<file path="config.mk">
export PLATFORM = sky130hd
export DESIGN_NAME = multiplier_contention_interlock
export DESIGN_NICKNAME = d
export VERILOG_FILES = /design/src/mul_interlock_pkg.sv /design/src/mul_busy_if.sv /design/src/mul_busy_counter.sv /design/src/multiplier_contention_interlock.sv
export SDC_FILE = /design/constraint.sdc
export NUM_CORES = 1
export LEC_CHECK = 0
export BUFFER_PORTS_ARGS = -buffer_cell sky130_fd_sc_hd__buf_2
export CAP_MARGIN = 10
export CORE_MARGIN = 4
export CORE_UTILIZATION = 30
export DETAILED_ROUTE_END_ITERATION = 10
export PLACE_DENSITY = 0.64
export SYNTH_ARGS = -nofsm -noshare
export SYNTH_HDL_FRONTEND = slang
export SYNTH_SLANG_ARGS = --single-unit
export TNS_END_PERCENT = 10
</file>
<file path="constraint.sdc">
create_clock -name core_clk_i -period 1.7 [get_ports core_clk_i]
set_input_delay 0 -clock core_clk_i [delete_from_list [all_inputs] [get_ports core_clk_i]]
set_output_delay 0 -clock core_clk_i [all_outputs]
set_load 0.01 [all_outputs]
</file>
<file path="src/mul_interlock_pkg.sv">
// Shared constants and types for the multiplier contention interlock
package mul_interlock_pkg;

    // ==========================================================
    // Clock and timing
    // ==========================================================
    localparam int CORE_CLK_PERIOD_PS = 5000;
    localparam int BUSY_W = 3;
    localparam logic [BUSY_W-1:0] BUSY_ZERO = 3'h0;
    // Multiplier busy time after the operand access, in core cycles
    localparam logic [BUSY_W-1:0] DOUBLE_MAC_BUSY_CYCLES = 3'h4;
    localparam logic [BUSY_W-1:0] WORD_MAC_BUSY_CYCLES = 3'h2;
    localparam logic [BUSY_W-1:0] OTHER_MUL_BUSY_CYCLES = 3'h4;
    localparam int DECODE_HOLD_SLOTS = 1;

    // ==========================================================
    // Reset values
    // ==========================================================
    localparam logic RESET_FLAG = 1'b0;
    localparam logic [BUSY_W-1:0] RESET_COUNT = 3'h0;

    // ==========================================================
    // Instruction classes seen by the interlock, and its memory access states
    // ==========================================================
    typedef enum logic [1:0] {
        CLASS_NONE,
        CLASS_DOUBLE_MAC,
        CLASS_WORD_MAC,
        CLASS_OTHER_MUL
    } mul_class_t;

    typedef enum logic [1:0] {
        MA_IDLE,
        MA_STRETCH,
        MA_RUN
    } ma_state_t;

endpackage : mul_interlock_pkg

</file>
<file path="src/mul_busy_if.sv">
// Interface between the interlock and its multiplier busy counter
`timescale 1ns/10ps
`default_nettype none

interface mul_busy_if;
    import mul_interlock_pkg::*;
    logic load;
    logic [BUSY_W-1:0] load_value;
    logic [BUSY_W-1:0] count;
    logic [BUSY_W-1:0] count_next;

    modport ctrl (output load, output load_value, input count, input count_next);
    modport counter (input load, input load_value, output count, output count_next);
endinterface : mul_busy_if

`default_nettype wire

</file>
<file path="src/mul_busy_counter.sv">
// Down-counter of remaining multiplier busy cycles
`timescale 1ns/10ps
`default_nettype none

module mul_busy_counter (
    input wire logic core_clk_i,
    input wire logic reset_i,
    mul_busy_if.counter busy_if
);
    import mul_interlock_pkg::*;

    logic [BUSY_W-1:0] count_q;
    logic [BUSY_W-1:0] count_d;

    // ==========================================================
    // Next count
    // ==========================================================
    // A load restarts the count no matter how much was left
    always_comb begin
        if (busy_if.load) begin
            count_d = busy_if.load_value;
        end else if (count_q != BUSY_ZERO) begin
            count_d = count_q - 3'h1;
        end else begin
            count_d = BUSY_ZERO;
        end
    end

    always_ff @(posedge core_clk_i) begin
        if (reset_i) begin
            count_q <= RESET_COUNT;
        end else begin
            count_q <= count_d;
        end
    end

    assign busy_if.count = count_q;
    assign busy_if.count_next = count_d;

endmodule : mul_busy_counter

`default_nettype wire

</file>
<file path="src/multiplier_contention_interlock.sv">
// Multiplier contention interlock between decode, memory access and the shared multiplier
//
// Behaviour
// RULE1: stretch follower operand access while multiplier busy
// RULE2: enough intervening instructions cause no stall
// RULE3: memory access still wins over fetch, splitting slot
// RULE4: stall length taken from live busy count
// RULE5: double accumulate: two accesses, second feeds multiplier
// RULE6: multiplier busy four cycles after final access, two for a word MAC
// RULE7: hold decode one slot after double accumulate
// RULE8: busy down-counter holds waiting multiplier users
`timescale 1ns/10ps
`default_nettype none

module multiplier_contention_interlock (
    input wire logic core_clk_i,
    input wire logic reset_i,
    input wire logic decode_advance_i,
    input wire mul_interlock_pkg::mul_class_t decode_class_i,
    input wire logic ma_req_i,
    input wire logic ma_operand_i,
    input wire mul_interlock_pkg::mul_class_t ma_class_i,
    input wire logic fetch_req_i,
    output logic decode_hold_o,
    output logic execute_hold_o,
    output logic ma_stretch_o,
    output logic ma_done_o,
    output logic fetch_grant_o,
    output logic fetch_split_o,
    output logic mul_start_o,
    output mul_interlock_pkg::mul_class_t mul_class_o,
    output logic mul_busy_o,
    output logic [mul_interlock_pkg::BUSY_W-1:0] busy_count_o
);
    import mul_interlock_pkg::*;

    mul_busy_if busy_if ();

    mul_busy_counter u_busy_counter (
        .core_clk_i(core_clk_i),
        .reset_i(reset_i),
        .busy_if(busy_if)
    );

    // ==========================================================
    // Helpers
    // ==========================================================
    function automatic logic uses_multiplier(input mul_class_t cls);
        uses_multiplier = (cls != CLASS_NONE);
    endfunction : uses_multiplier

    function automatic logic [BUSY_W-1:0] busy_length(input mul_class_t cls);
        case (cls)
            CLASS_DOUBLE_MAC: busy_length = DOUBLE_MAC_BUSY_CYCLES;
            CLASS_WORD_MAC: busy_length = WORD_MAC_BUSY_CYCLES;
            CLASS_OTHER_MUL: busy_length = OTHER_MUL_BUSY_CYCLES;
            default: busy_length = BUSY_ZERO;
        endcase
    endfunction : busy_length

    // ==========================================================
    // State
    // ==========================================================
    ma_state_t ma_next;
    logic ma_stretch_q;
    logic ma_stretch_d;
    logic decode_hold_q;
    logic decode_hold_d;
    logic execute_hold_q;
    logic execute_hold_d;
    logic ma_done_q;
    logic ma_done_d;
    logic fetch_grant_q;
    logic fetch_grant_d;
    logic fetch_split_q;
    logic fetch_split_d;
    logic mul_start_q;
    logic mul_start_d;
    mul_class_t mul_class_q;
    mul_class_t mul_class_d;
    logic mul_busy_q;
    logic mul_busy_d;
    logic [BUSY_W-1:0] busy_count_q;
    logic [BUSY_W-1:0] busy_count_d;
    logic operand_wait;
    logic busy_next_cycle;

    // ==========================================================
    // Stall condition
    // ==========================================================
    // Requests announce the slot that follows; every decision below
    // is about that slot so that all outputs can leave a flip-flop.
    // Busy in the next cycle comes from the live count, so a
    // follower that was already delayed by fetch waits less.
    always_comb begin
        busy_next_cycle = (busy_if.count_next != BUSY_ZERO); // see RULE4
        operand_wait = ma_req_i && ma_operand_i && uses_multiplier(ma_class_i)
            && busy_next_cycle; // see RULE8
    end

    // ==========================================================
    // Busy counter load
    // ==========================================================
    // The count starts once the final access has ended; kept apart from
    // the stall logic, which reads the counter's next value.
    always_comb begin
        busy_if.load = mul_start_q; // see RULE6
        busy_if.load_value = busy_length(mul_class_q); // see RULE6
    end

    // ==========================================================
    // Memory access stage
    // ==========================================================
    always_comb begin
        ma_next = MA_IDLE;
        ma_done_d = RESET_FLAG;
        if (ma_req_i) begin
            if (operand_wait) begin
                // One long bus cycle, not repeated accesses
                ma_next = MA_STRETCH; // see RULE1
            end else begin
                // With the multiplier idle by now nothing is stalled
                ma_next = MA_RUN; // see RULE2
                ma_done_d = 1'b1;
            end
        end
        case (ma_next)
            MA_STRETCH: ma_stretch_d = 1'b1; // see RULE1
            MA_RUN: ma_stretch_d = 1'b0;
            MA_IDLE: ma_stretch_d = 1'b0;
            default: ma_stretch_d = 1'b0;
        endcase
        execute_hold_d = operand_wait; // see RULE8
    end

    always_ff @(posedge core_clk_i) begin
        if (reset_i) begin
            ma_stretch_q <= RESET_FLAG;
            ma_done_q <= RESET_FLAG;
            execute_hold_q <= RESET_FLAG;
        end else begin
            ma_stretch_q <= ma_stretch_d;
            ma_done_q <= ma_done_d;
            execute_hold_q <= execute_hold_d;
        end
    end

    // ==========================================================
    // Multiplier hand-off
    // ==========================================================
    always_comb begin
        mul_start_d = RESET_FLAG;
        mul_class_d = mul_class_q;
        if (ma_req_i && ma_operand_i && uses_multiplier(ma_class_i) && !operand_wait) begin
            // Only the operand access hands work to the multiplier
            mul_start_d = 1'b1; // see RULE5
            mul_class_d = ma_class_i;
        end
        mul_busy_d = busy_next_cycle; // see RULE8
        busy_count_d = busy_if.count_next;
    end

    always_ff @(posedge core_clk_i) begin
        if (reset_i) begin
            mul_start_q <= RESET_FLAG;
            mul_class_q <= CLASS_NONE;
            mul_busy_q <= RESET_FLAG;
            busy_count_q <= RESET_COUNT;
        end else begin
            mul_start_q <= mul_start_d;
            mul_class_q <= mul_class_d;
            mul_busy_q <= mul_busy_d;
            busy_count_q <= busy_count_d;
        end
    end

    // ==========================================================
    // Bus sharing with fetch
    // ==========================================================
    // A stretched access keeps the bus, so fetch goes after it
    always_comb begin
        fetch_grant_d = fetch_req_i && !ma_req_i; // see RULE3
        fetch_split_d = fetch_req_i && ma_req_i; // see RULE3
    end

    always_ff @(posedge core_clk_i) begin
        if (reset_i) begin
            fetch_grant_q <= RESET_FLAG;
            fetch_split_q <= RESET_FLAG;
        end else begin
            fetch_grant_q <= fetch_grant_d;
            fetch_split_q <= fetch_split_d;
        end
    end

    // ==========================================================
    // Decode hold
    // ==========================================================
    // A second double accumulate during the hold does not extend it
    always_comb begin
        decode_hold_d = decode_advance_i && (decode_class_i == CLASS_DOUBLE_MAC)
            && !decode_hold_q; // see RULE7
    end

    always_ff @(posedge core_clk_i) begin
        if (reset_i) begin
            decode_hold_q <= RESET_FLAG;
        end else begin
            decode_hold_q <= decode_hold_d;
        end
    end

    // ==========================================================
    // Outputs
    // ==========================================================
    assign ma_stretch_o = ma_stretch_q;
    assign decode_hold_o = decode_hold_q;
    assign execute_hold_o = execute_hold_q;
    assign ma_done_o = ma_done_q;
    assign fetch_grant_o = fetch_grant_q;
    assign fetch_split_o = fetch_split_q;
    assign mul_start_o = mul_start_q;
    assign mul_class_o = mul_class_q;
    assign mul_busy_o = mul_busy_q;
    assign busy_count_o = busy_count_q;

endmodule : multiplier_contention_interlock

`default_nettype wire

</file>
==> run metrics, run 1 <==
outcome finished clean; Post-Route WL 1.07 mm; final hold violations 0; clock buffer depth 2; Slew Viols, Final 0; RSZ-0062 raised after global routing false; syn nets 63; worst-path maximum fanout 6; wire length per cell 10.7 µm; vias 451; Hold Path End busy_count_o[0]$_SDFF_PP0_; worst-skew pair later-pin latency between 0.2 and 0.3 ns; Hold Crit Class input port to register; CTS Sinks 13; gr ovfl total 0; YS warnings 0; DP Wirelength 757 µm; Mean Syn Cell Area 9.86 µm²; FILL cells 154; cell taking the most area after synthesis dfxtp_1; Unique masters post-synth 18; DRC Markers 0; initial antenna violation count 0; via-per-instance ratio 4.51; IO Count 23; area grow syn2layout 47.5%; post-layout minimum cycle time 1.56 ns; Initial Util 0.326; HP Start reset_i; reg2reg end mul_class_o[0]$_SDFFE_PP0P_; Tot Pwr 589 µW; vias in the first global route 430; Syn Inst Count 51; hold-critical path depth 2; Slew headroom 0.865; Worst Reg-to-Reg Cells 7; ant diodes 0; Seq/Total Area, Yosys 0.517; area of the multi-input gates 235 µm²; Clock Skew around 0.0076 ns; Die Ht 48.9 µm; utilization after layout 0.481; top post-synthesis cells by area dfxtp_1 (52%), nand2b_1 (8.7%), mux2i_1 (8.0%), nor2_1 (6.0%), ha_1 (5.0%); Max Fclk between 600 and 700 MHz; initial drt markers 3; I/O Buffers 22; Critical Path AT 1.77 ns; final worst path period share 0.920; clock buffer count from CTS 3; P_leak 0.000361 µW; Cell Pwr Density between 700 and 800 mW/mm²; die span in x 48.9 µm; Global Route Usage Sum 0.0943; Final TNS setup 0 ns; Register Area about 260 µm²; max_cap viols 0; final hold slack ~0.016 ns; FP Rows 14; Crit Path Class register to register; CP required 1.91 ns; total die area 0.00240 mm²; max reg flops 3; Final setup viols 0; DRT antenna net count 0; Netlist Area Pre-Place 503 µm²; crit end category register; share of layout cells above drive strength 1 0.357; CTS tree yes; post-synth top area share 0.517; Routability Congestion just over 0.6; Peak VDD IR 480 µV; core outline area 0.00154 mm²; RR Startpoint busy_count_o[0]$_SDFF_PP0_; DR pass1 iterations 4; clock-pin slew on the worst setup and hold paths 0.08 ns; Setup crit start kind register; Worst Max-Slew Pin Slew 0.197 ns; NumNets Final 97; root buf cell clkbuf_4; first-pass GRT wire length 1.77 mm; register bit total from synthesis 13; R2R Setup Slk between 0.1 and 0.15 ns; H-Tree Depth 1; largest net degree at the start of global routing 12
[stage by stage]
stage	worst slack [ns]	instance area (µm²)	instances
detailed placement	0.0909	629	88
CTS	0.0497	726	99
floorplan	0.181	503	51
finish	0.136	742	100
global route	0.00262	742	100
global placement	0.121	629	88
[per-layer routing]
| layer | wire (µm) | GRT usage |
|---|---|---|
| met4 | 7 | 0.0404 |
| met3 | 98 | 0.0489 |
| met2 | 496 | 0.163 |
| met5 | 0 | 0 |
| met1 | 468 | 0.0929 |
[cell families (layout without fill, tap and decap cells)]
| kind of cell | Yosys count | after routing | share of synthesized area |
|---|---|---|---|
| adders and majority gates | 2 | 2 | 0.0497 |
| and+or+nand+nor | 23 | 23 | 0.256 |
| muxes | 4 | 4 | 0.0796 |
| DFF | 13 | 13 | 0.517 |
| AOI/OAI and AO/OA | 5 | 5 | 0.0672 |
| buffers and inverters | 4 | 37 | 0.0298 |
[timing repair]
item,4_1_cts,5_1_grt
setup buffers,0,1
hold endpoints to repair,5,0
setup endpoints to repair,0,2
hold buffers,7,0
gates resized for setup,0,3
[area by class of cell]
class | instances | area share
timing repair buffer | 30 | 0.253
tap | 16 | 0.0270
multi-input combinational | 34 | 0.317
inverter | 3 | 0.0152
clock buffer | 4 | 0.0354
sequential | 13 | 0.352
[how the worst max path moves through the flow]
stage | start | slack [ns] | to | depth (start not counted)
final | busy_count_o[0]$_SDFF_PP0_ | 0.14 | mul_class_o[0]$_SDFFE_PP0P_ | 7
after global routing | busy_count_o[0]$_SDFF_PP0_ | 0.003 | mul_class_o[0]$_SDFFE_PP0P_ | 7
after CTS | busy_count_o[0]$_SDFF_PP0_ | 0.05 | mul_class_o[0]$_SDFFE_PP0P_ | 7
after detailed placement | busy_count_o[0]$_SDFF_PP0_ | 0.09 | mul_class_o[0]$_SDFFE_PP0P_ | 7
after global placement | busy_count_o[0]$_SDFF_PP0_ | 0.12 | mul_class_o[1]$_SDFFE_PP0P_ | 7
after floorplan | busy_count_o[0]$_SDFF_PP0_ | 0.18 | mul_class_o[0]$_SDFFE_PP0P_ | 7
[cell usage after synthesis (all sizes together)]
library cell  instances
o21a                  1
and2                  1
nand2                 1
nand2b                7
nor2                  8
or3b                  1
mux2i                 4
nor3                  2
a22o                  1
inv                   3
dfxtp                13
and4                  1
nand3b                1
clkbuf                1
nor4                  1
a21oi                 2
o21bai                1
ha                    2
[layout by cell type, fill, tap and decap left out, types with 2 or more instances in the layout]
| master | count |
|---|---|
| buf_2 | 22 |
| dfxtp_1 | 12 |
| nand2b_1 | 7 |
| nor2_1 | 7 |
| dlygate4sd3_1 | 7 |
| mux2i_1 | 4 |
| inv_1 | 3 |
| clkbuf_4 | 3 |
| a21oi_1 | 2 |
| nor3_1 | 2 |
| ha_1 | 2 |
[report_power, final]
part	internal (µW)	switching, µW
Clock	90.7	95.5
Combinational	44.9	34.5
Sequential	316	8.19
[worst max-delay path: stages, from the launching register on]
cell and delay [ns]:
dfxtp_2 0.36, nor2_4 0.11, inv_1 0.05, ha_1 0.19, o21bai_1 0.17, mux2i_1 0.19
and4_4 0.26, mux2i_1 0.17
Note: power is estimated with default switching activity, not from simulation.
==> inputs of run 2 (changes only) <==
- ABC_AREA: unset -> 1
- CAP_MARGIN: 10 -> unset
- CTS_CLUSTER_DIAMETER: unset -> 120
==> run 2 against run 1 <==
Clock-buffer cell count unchanged. Clock skew decreased by 0.00093 ns. Total power shrank 1.1%. Core utilization decreased by 0.78 points. Critical endpoint is now mul_class_o[1]$_SDFFE_PP0P_.
==> run metrics, run 2 <==
post-synth top area share 0.511 (-0.00636); top post-synthesis cells by area dfxtp_1 (51%), nand2_1 (10%), inv_1 (6.6%), nor3_1 (5.9%), nor2_1 (5.9%); DP Wirelength 808 µm (+6.7%); clock buffer count from CTS 3 (unchanged); CTS Sinks 13 (unchanged); Post-Route WL 1.09 mm (+2.0%); die span in x 49.2 µm (+0.52%); Mean Syn Cell Area 7.96 µm² (-19%); Placed Instances 101 (+15%); Critical Path AT 1.59 ns (-0.18 ns); Worst Max-Slew Pin Slew 0.293 ns (+0.0956 ns); gr ovfl total 0 (unchanged); share of layout cells above drive strength 1 0.309 (-0.0479); FP Rows 14 (unchanged); Die Ht 49.2 µm (+0.52%); Final setup viols 0 (unchanged); largest net degree at the start of global routing 9 (-3); Peak VDD IR 372 µV (-23%); most frequent cells in the layout buf_2 (22), nand2_1 (14), dfxtp_1 (13); Max Fclk 710 MHz (+11%); final worst path period share 0.829 (-0.0911); total die area 0.00242 mm² (+1.0%); register bit total from synthesis 13 (unchanged); Syn Inst Count 64 (+25%); Slew headroom 0.803 (-0.0620); vias 462 (+2.4%); Clock Skew 0.00667 ns (-0.000929 ns); main flop type after synthesis dfxtp_1; CTS tree yes; I/O Buffers 22 (unchanged); wire length per cell 9.66 µm (-9.8%); Netlist Area Pre-Place 509 µm² (+1.2%); Setup Fix Bufs, Post-CTS 0 (unchanged); DR pass1 iterations 3 (-1); NumNets Final 110 (+13%); Cell Pwr Density 789 mW/mm² (-0.65%); CP required 1.88 ns (-0.03 ns); root buf cell clkbuf_4; Seq/Total Area, Yosys 0.511 (-0.00636); outcome finished clean; fin cells 113 (+13%); vias in the first global route 456 (+6.0%); Crit Path Class register to register; most frequent cell after synthesis nand2_1; commonest non-fill, non-tap cell in the layout buf_2; DRC Markers 0 (unchanged); syn nets 76 (+21%); RSZ-0062 raised after global routing false; Setup crit start kind register; worst-skew pair later-pin latency 0.28 ns (about the same); clock buffer depth 2 (unchanged); area grow syn2layout 45.0%; initial drt markers 1 (-2); Post-synth EDFFs 0 (unchanged); Final TNS setup 0 ns (unchanged); H-Tree Depth 1 (unchanged); final hold violations 0 (unchanged); crit end category register; Post-CTS Hold Fix Bufs 8 (+1); Tot Pwr 583 µW (-1.1%); Gates resized, CTS repair 0 (unchanged); Routability Congestion 0.735 (+19%); ant diodes 0 (unchanged); initial antenna violation count 0 (unchanged); clock-pin slew on the worst setup and hold paths 0.08 ns (about the same); Design Area, Final 738 µm² (-0.51%); post-layout minimum cycle time 1.41 ns (-0.155 ns); max reg flops 3 (unchanged); YS warnings 0 (unchanged); FFs w/ async S/R, synth 0 (unchanged); pre-CTS setup slack 0.285 ns (+0.194 ns); placed instance area 632 µm² (+0.40%); Hold Crit Class input port to register; P_leak 0.000408 µW (+13%); worst-path maximum fanout 5 (-1); Slew Viols, Final 0 (unchanged); IO Count 23 (unchanged); core outline area 0.00156 mm² (+1.1%); first-pass GRT wire length 1.97 mm (+11%); Post-synth top cells nand2_1 (14), dfxtp_1 (13), inv_1 (9); Global Route Usage Sum 0.107 (+0.0128); cell taking the most area after synthesis dfxtp_1; via-per-instance ratio 4.09 (-9.3%); max_cap viols 0 (unchanged); Unique masters post-synth 16 (-2); DRT antenna net count 0 (unchanged); Initial Util 0.327 (+0.000347); Final Worst Setup Slack 0.291 ns (+0.155 ns)
## run 2: stage by stage
stage / util / hold WS, ns
floorplan: - / 0.0776
global placement: 0.405 / 0.201
detailed placement: 0.405 / 0.202
CTS: 0.474 / 0.0467
global route: 0.474 / 0.0812
finish: 0.474 / 0.0455
## run 2: metal layers
layer,wire length (µm),global-route usage,vias to the layer above
met5,0,0,-
met3,63,0.0367,3
met2,502,0.165,15
met1,508,0.130,184
li1,-,-,260
met4,17,0.0569,0
## run 2: logic make-up after synthesis
family,count (synthesis),synth area share
adders and majority gates,2,0.0491
AOI/OAI and AO/OA,4,0.0442
buffers and inverters,11,0.0884
DFF,13,0.511
and+or+nand+nor,34,0.307
## run 2: worst max-delay path, cell delays in order (launching register included)
cell     delay, ns
dfxtp_1       0.34
nor2_2        0.15
inv_1         0.06
ha_1          0.18
nand2_2       0.07
nand2_1       0.06
nor2_2        0.13
nand4_2       0.16
nor2_1        0.13
nor2_1        0.05
## run 2: report_power, final
part	internal (µW)	switching [µW]	total [µW]	leakage, µW
logic	35.3	35.6	70.9	0.000287
registers	314	5.62	320	0.000106
clock network	91.1	101	192	0.0000150
total	441	142	583	0.000408
## run 2: cell type report
type	count	area, µm²
Clock buffer	4	26.3
Fill cell	159	821
Inverter	10	37.5
Multi-Input combinational cell	40	204
Sequential cell	13	260
Tap cell	16	20.0
Timing Repair Buffer	30	190
## run 2: worst paths after layout
| kind | startpoint | endpoint | slack (ns) | depth (start not counted) |
|---|---|---|---|---|
| max | busy_count_o[0]$_SDFF_PP0_ | mul_class_o[1]$_SDFFE_PP0P_ | 0.29 | 9 |
| min | ma_operand_i | ma_stretch_o$_SDFF_PP0_ | 0.05 | 3 |
| max reg2reg | busy_count_o[0]$_SDFF_PP0_ | mul_class_o[1]$_SDFFE_PP0P_ | 0.29 | 9 |
| min reg2reg | decode_hold_o$_SDFF_PP0_ | decode_hold_o$_SDFF_PP0_ | 0.42 | 1 |
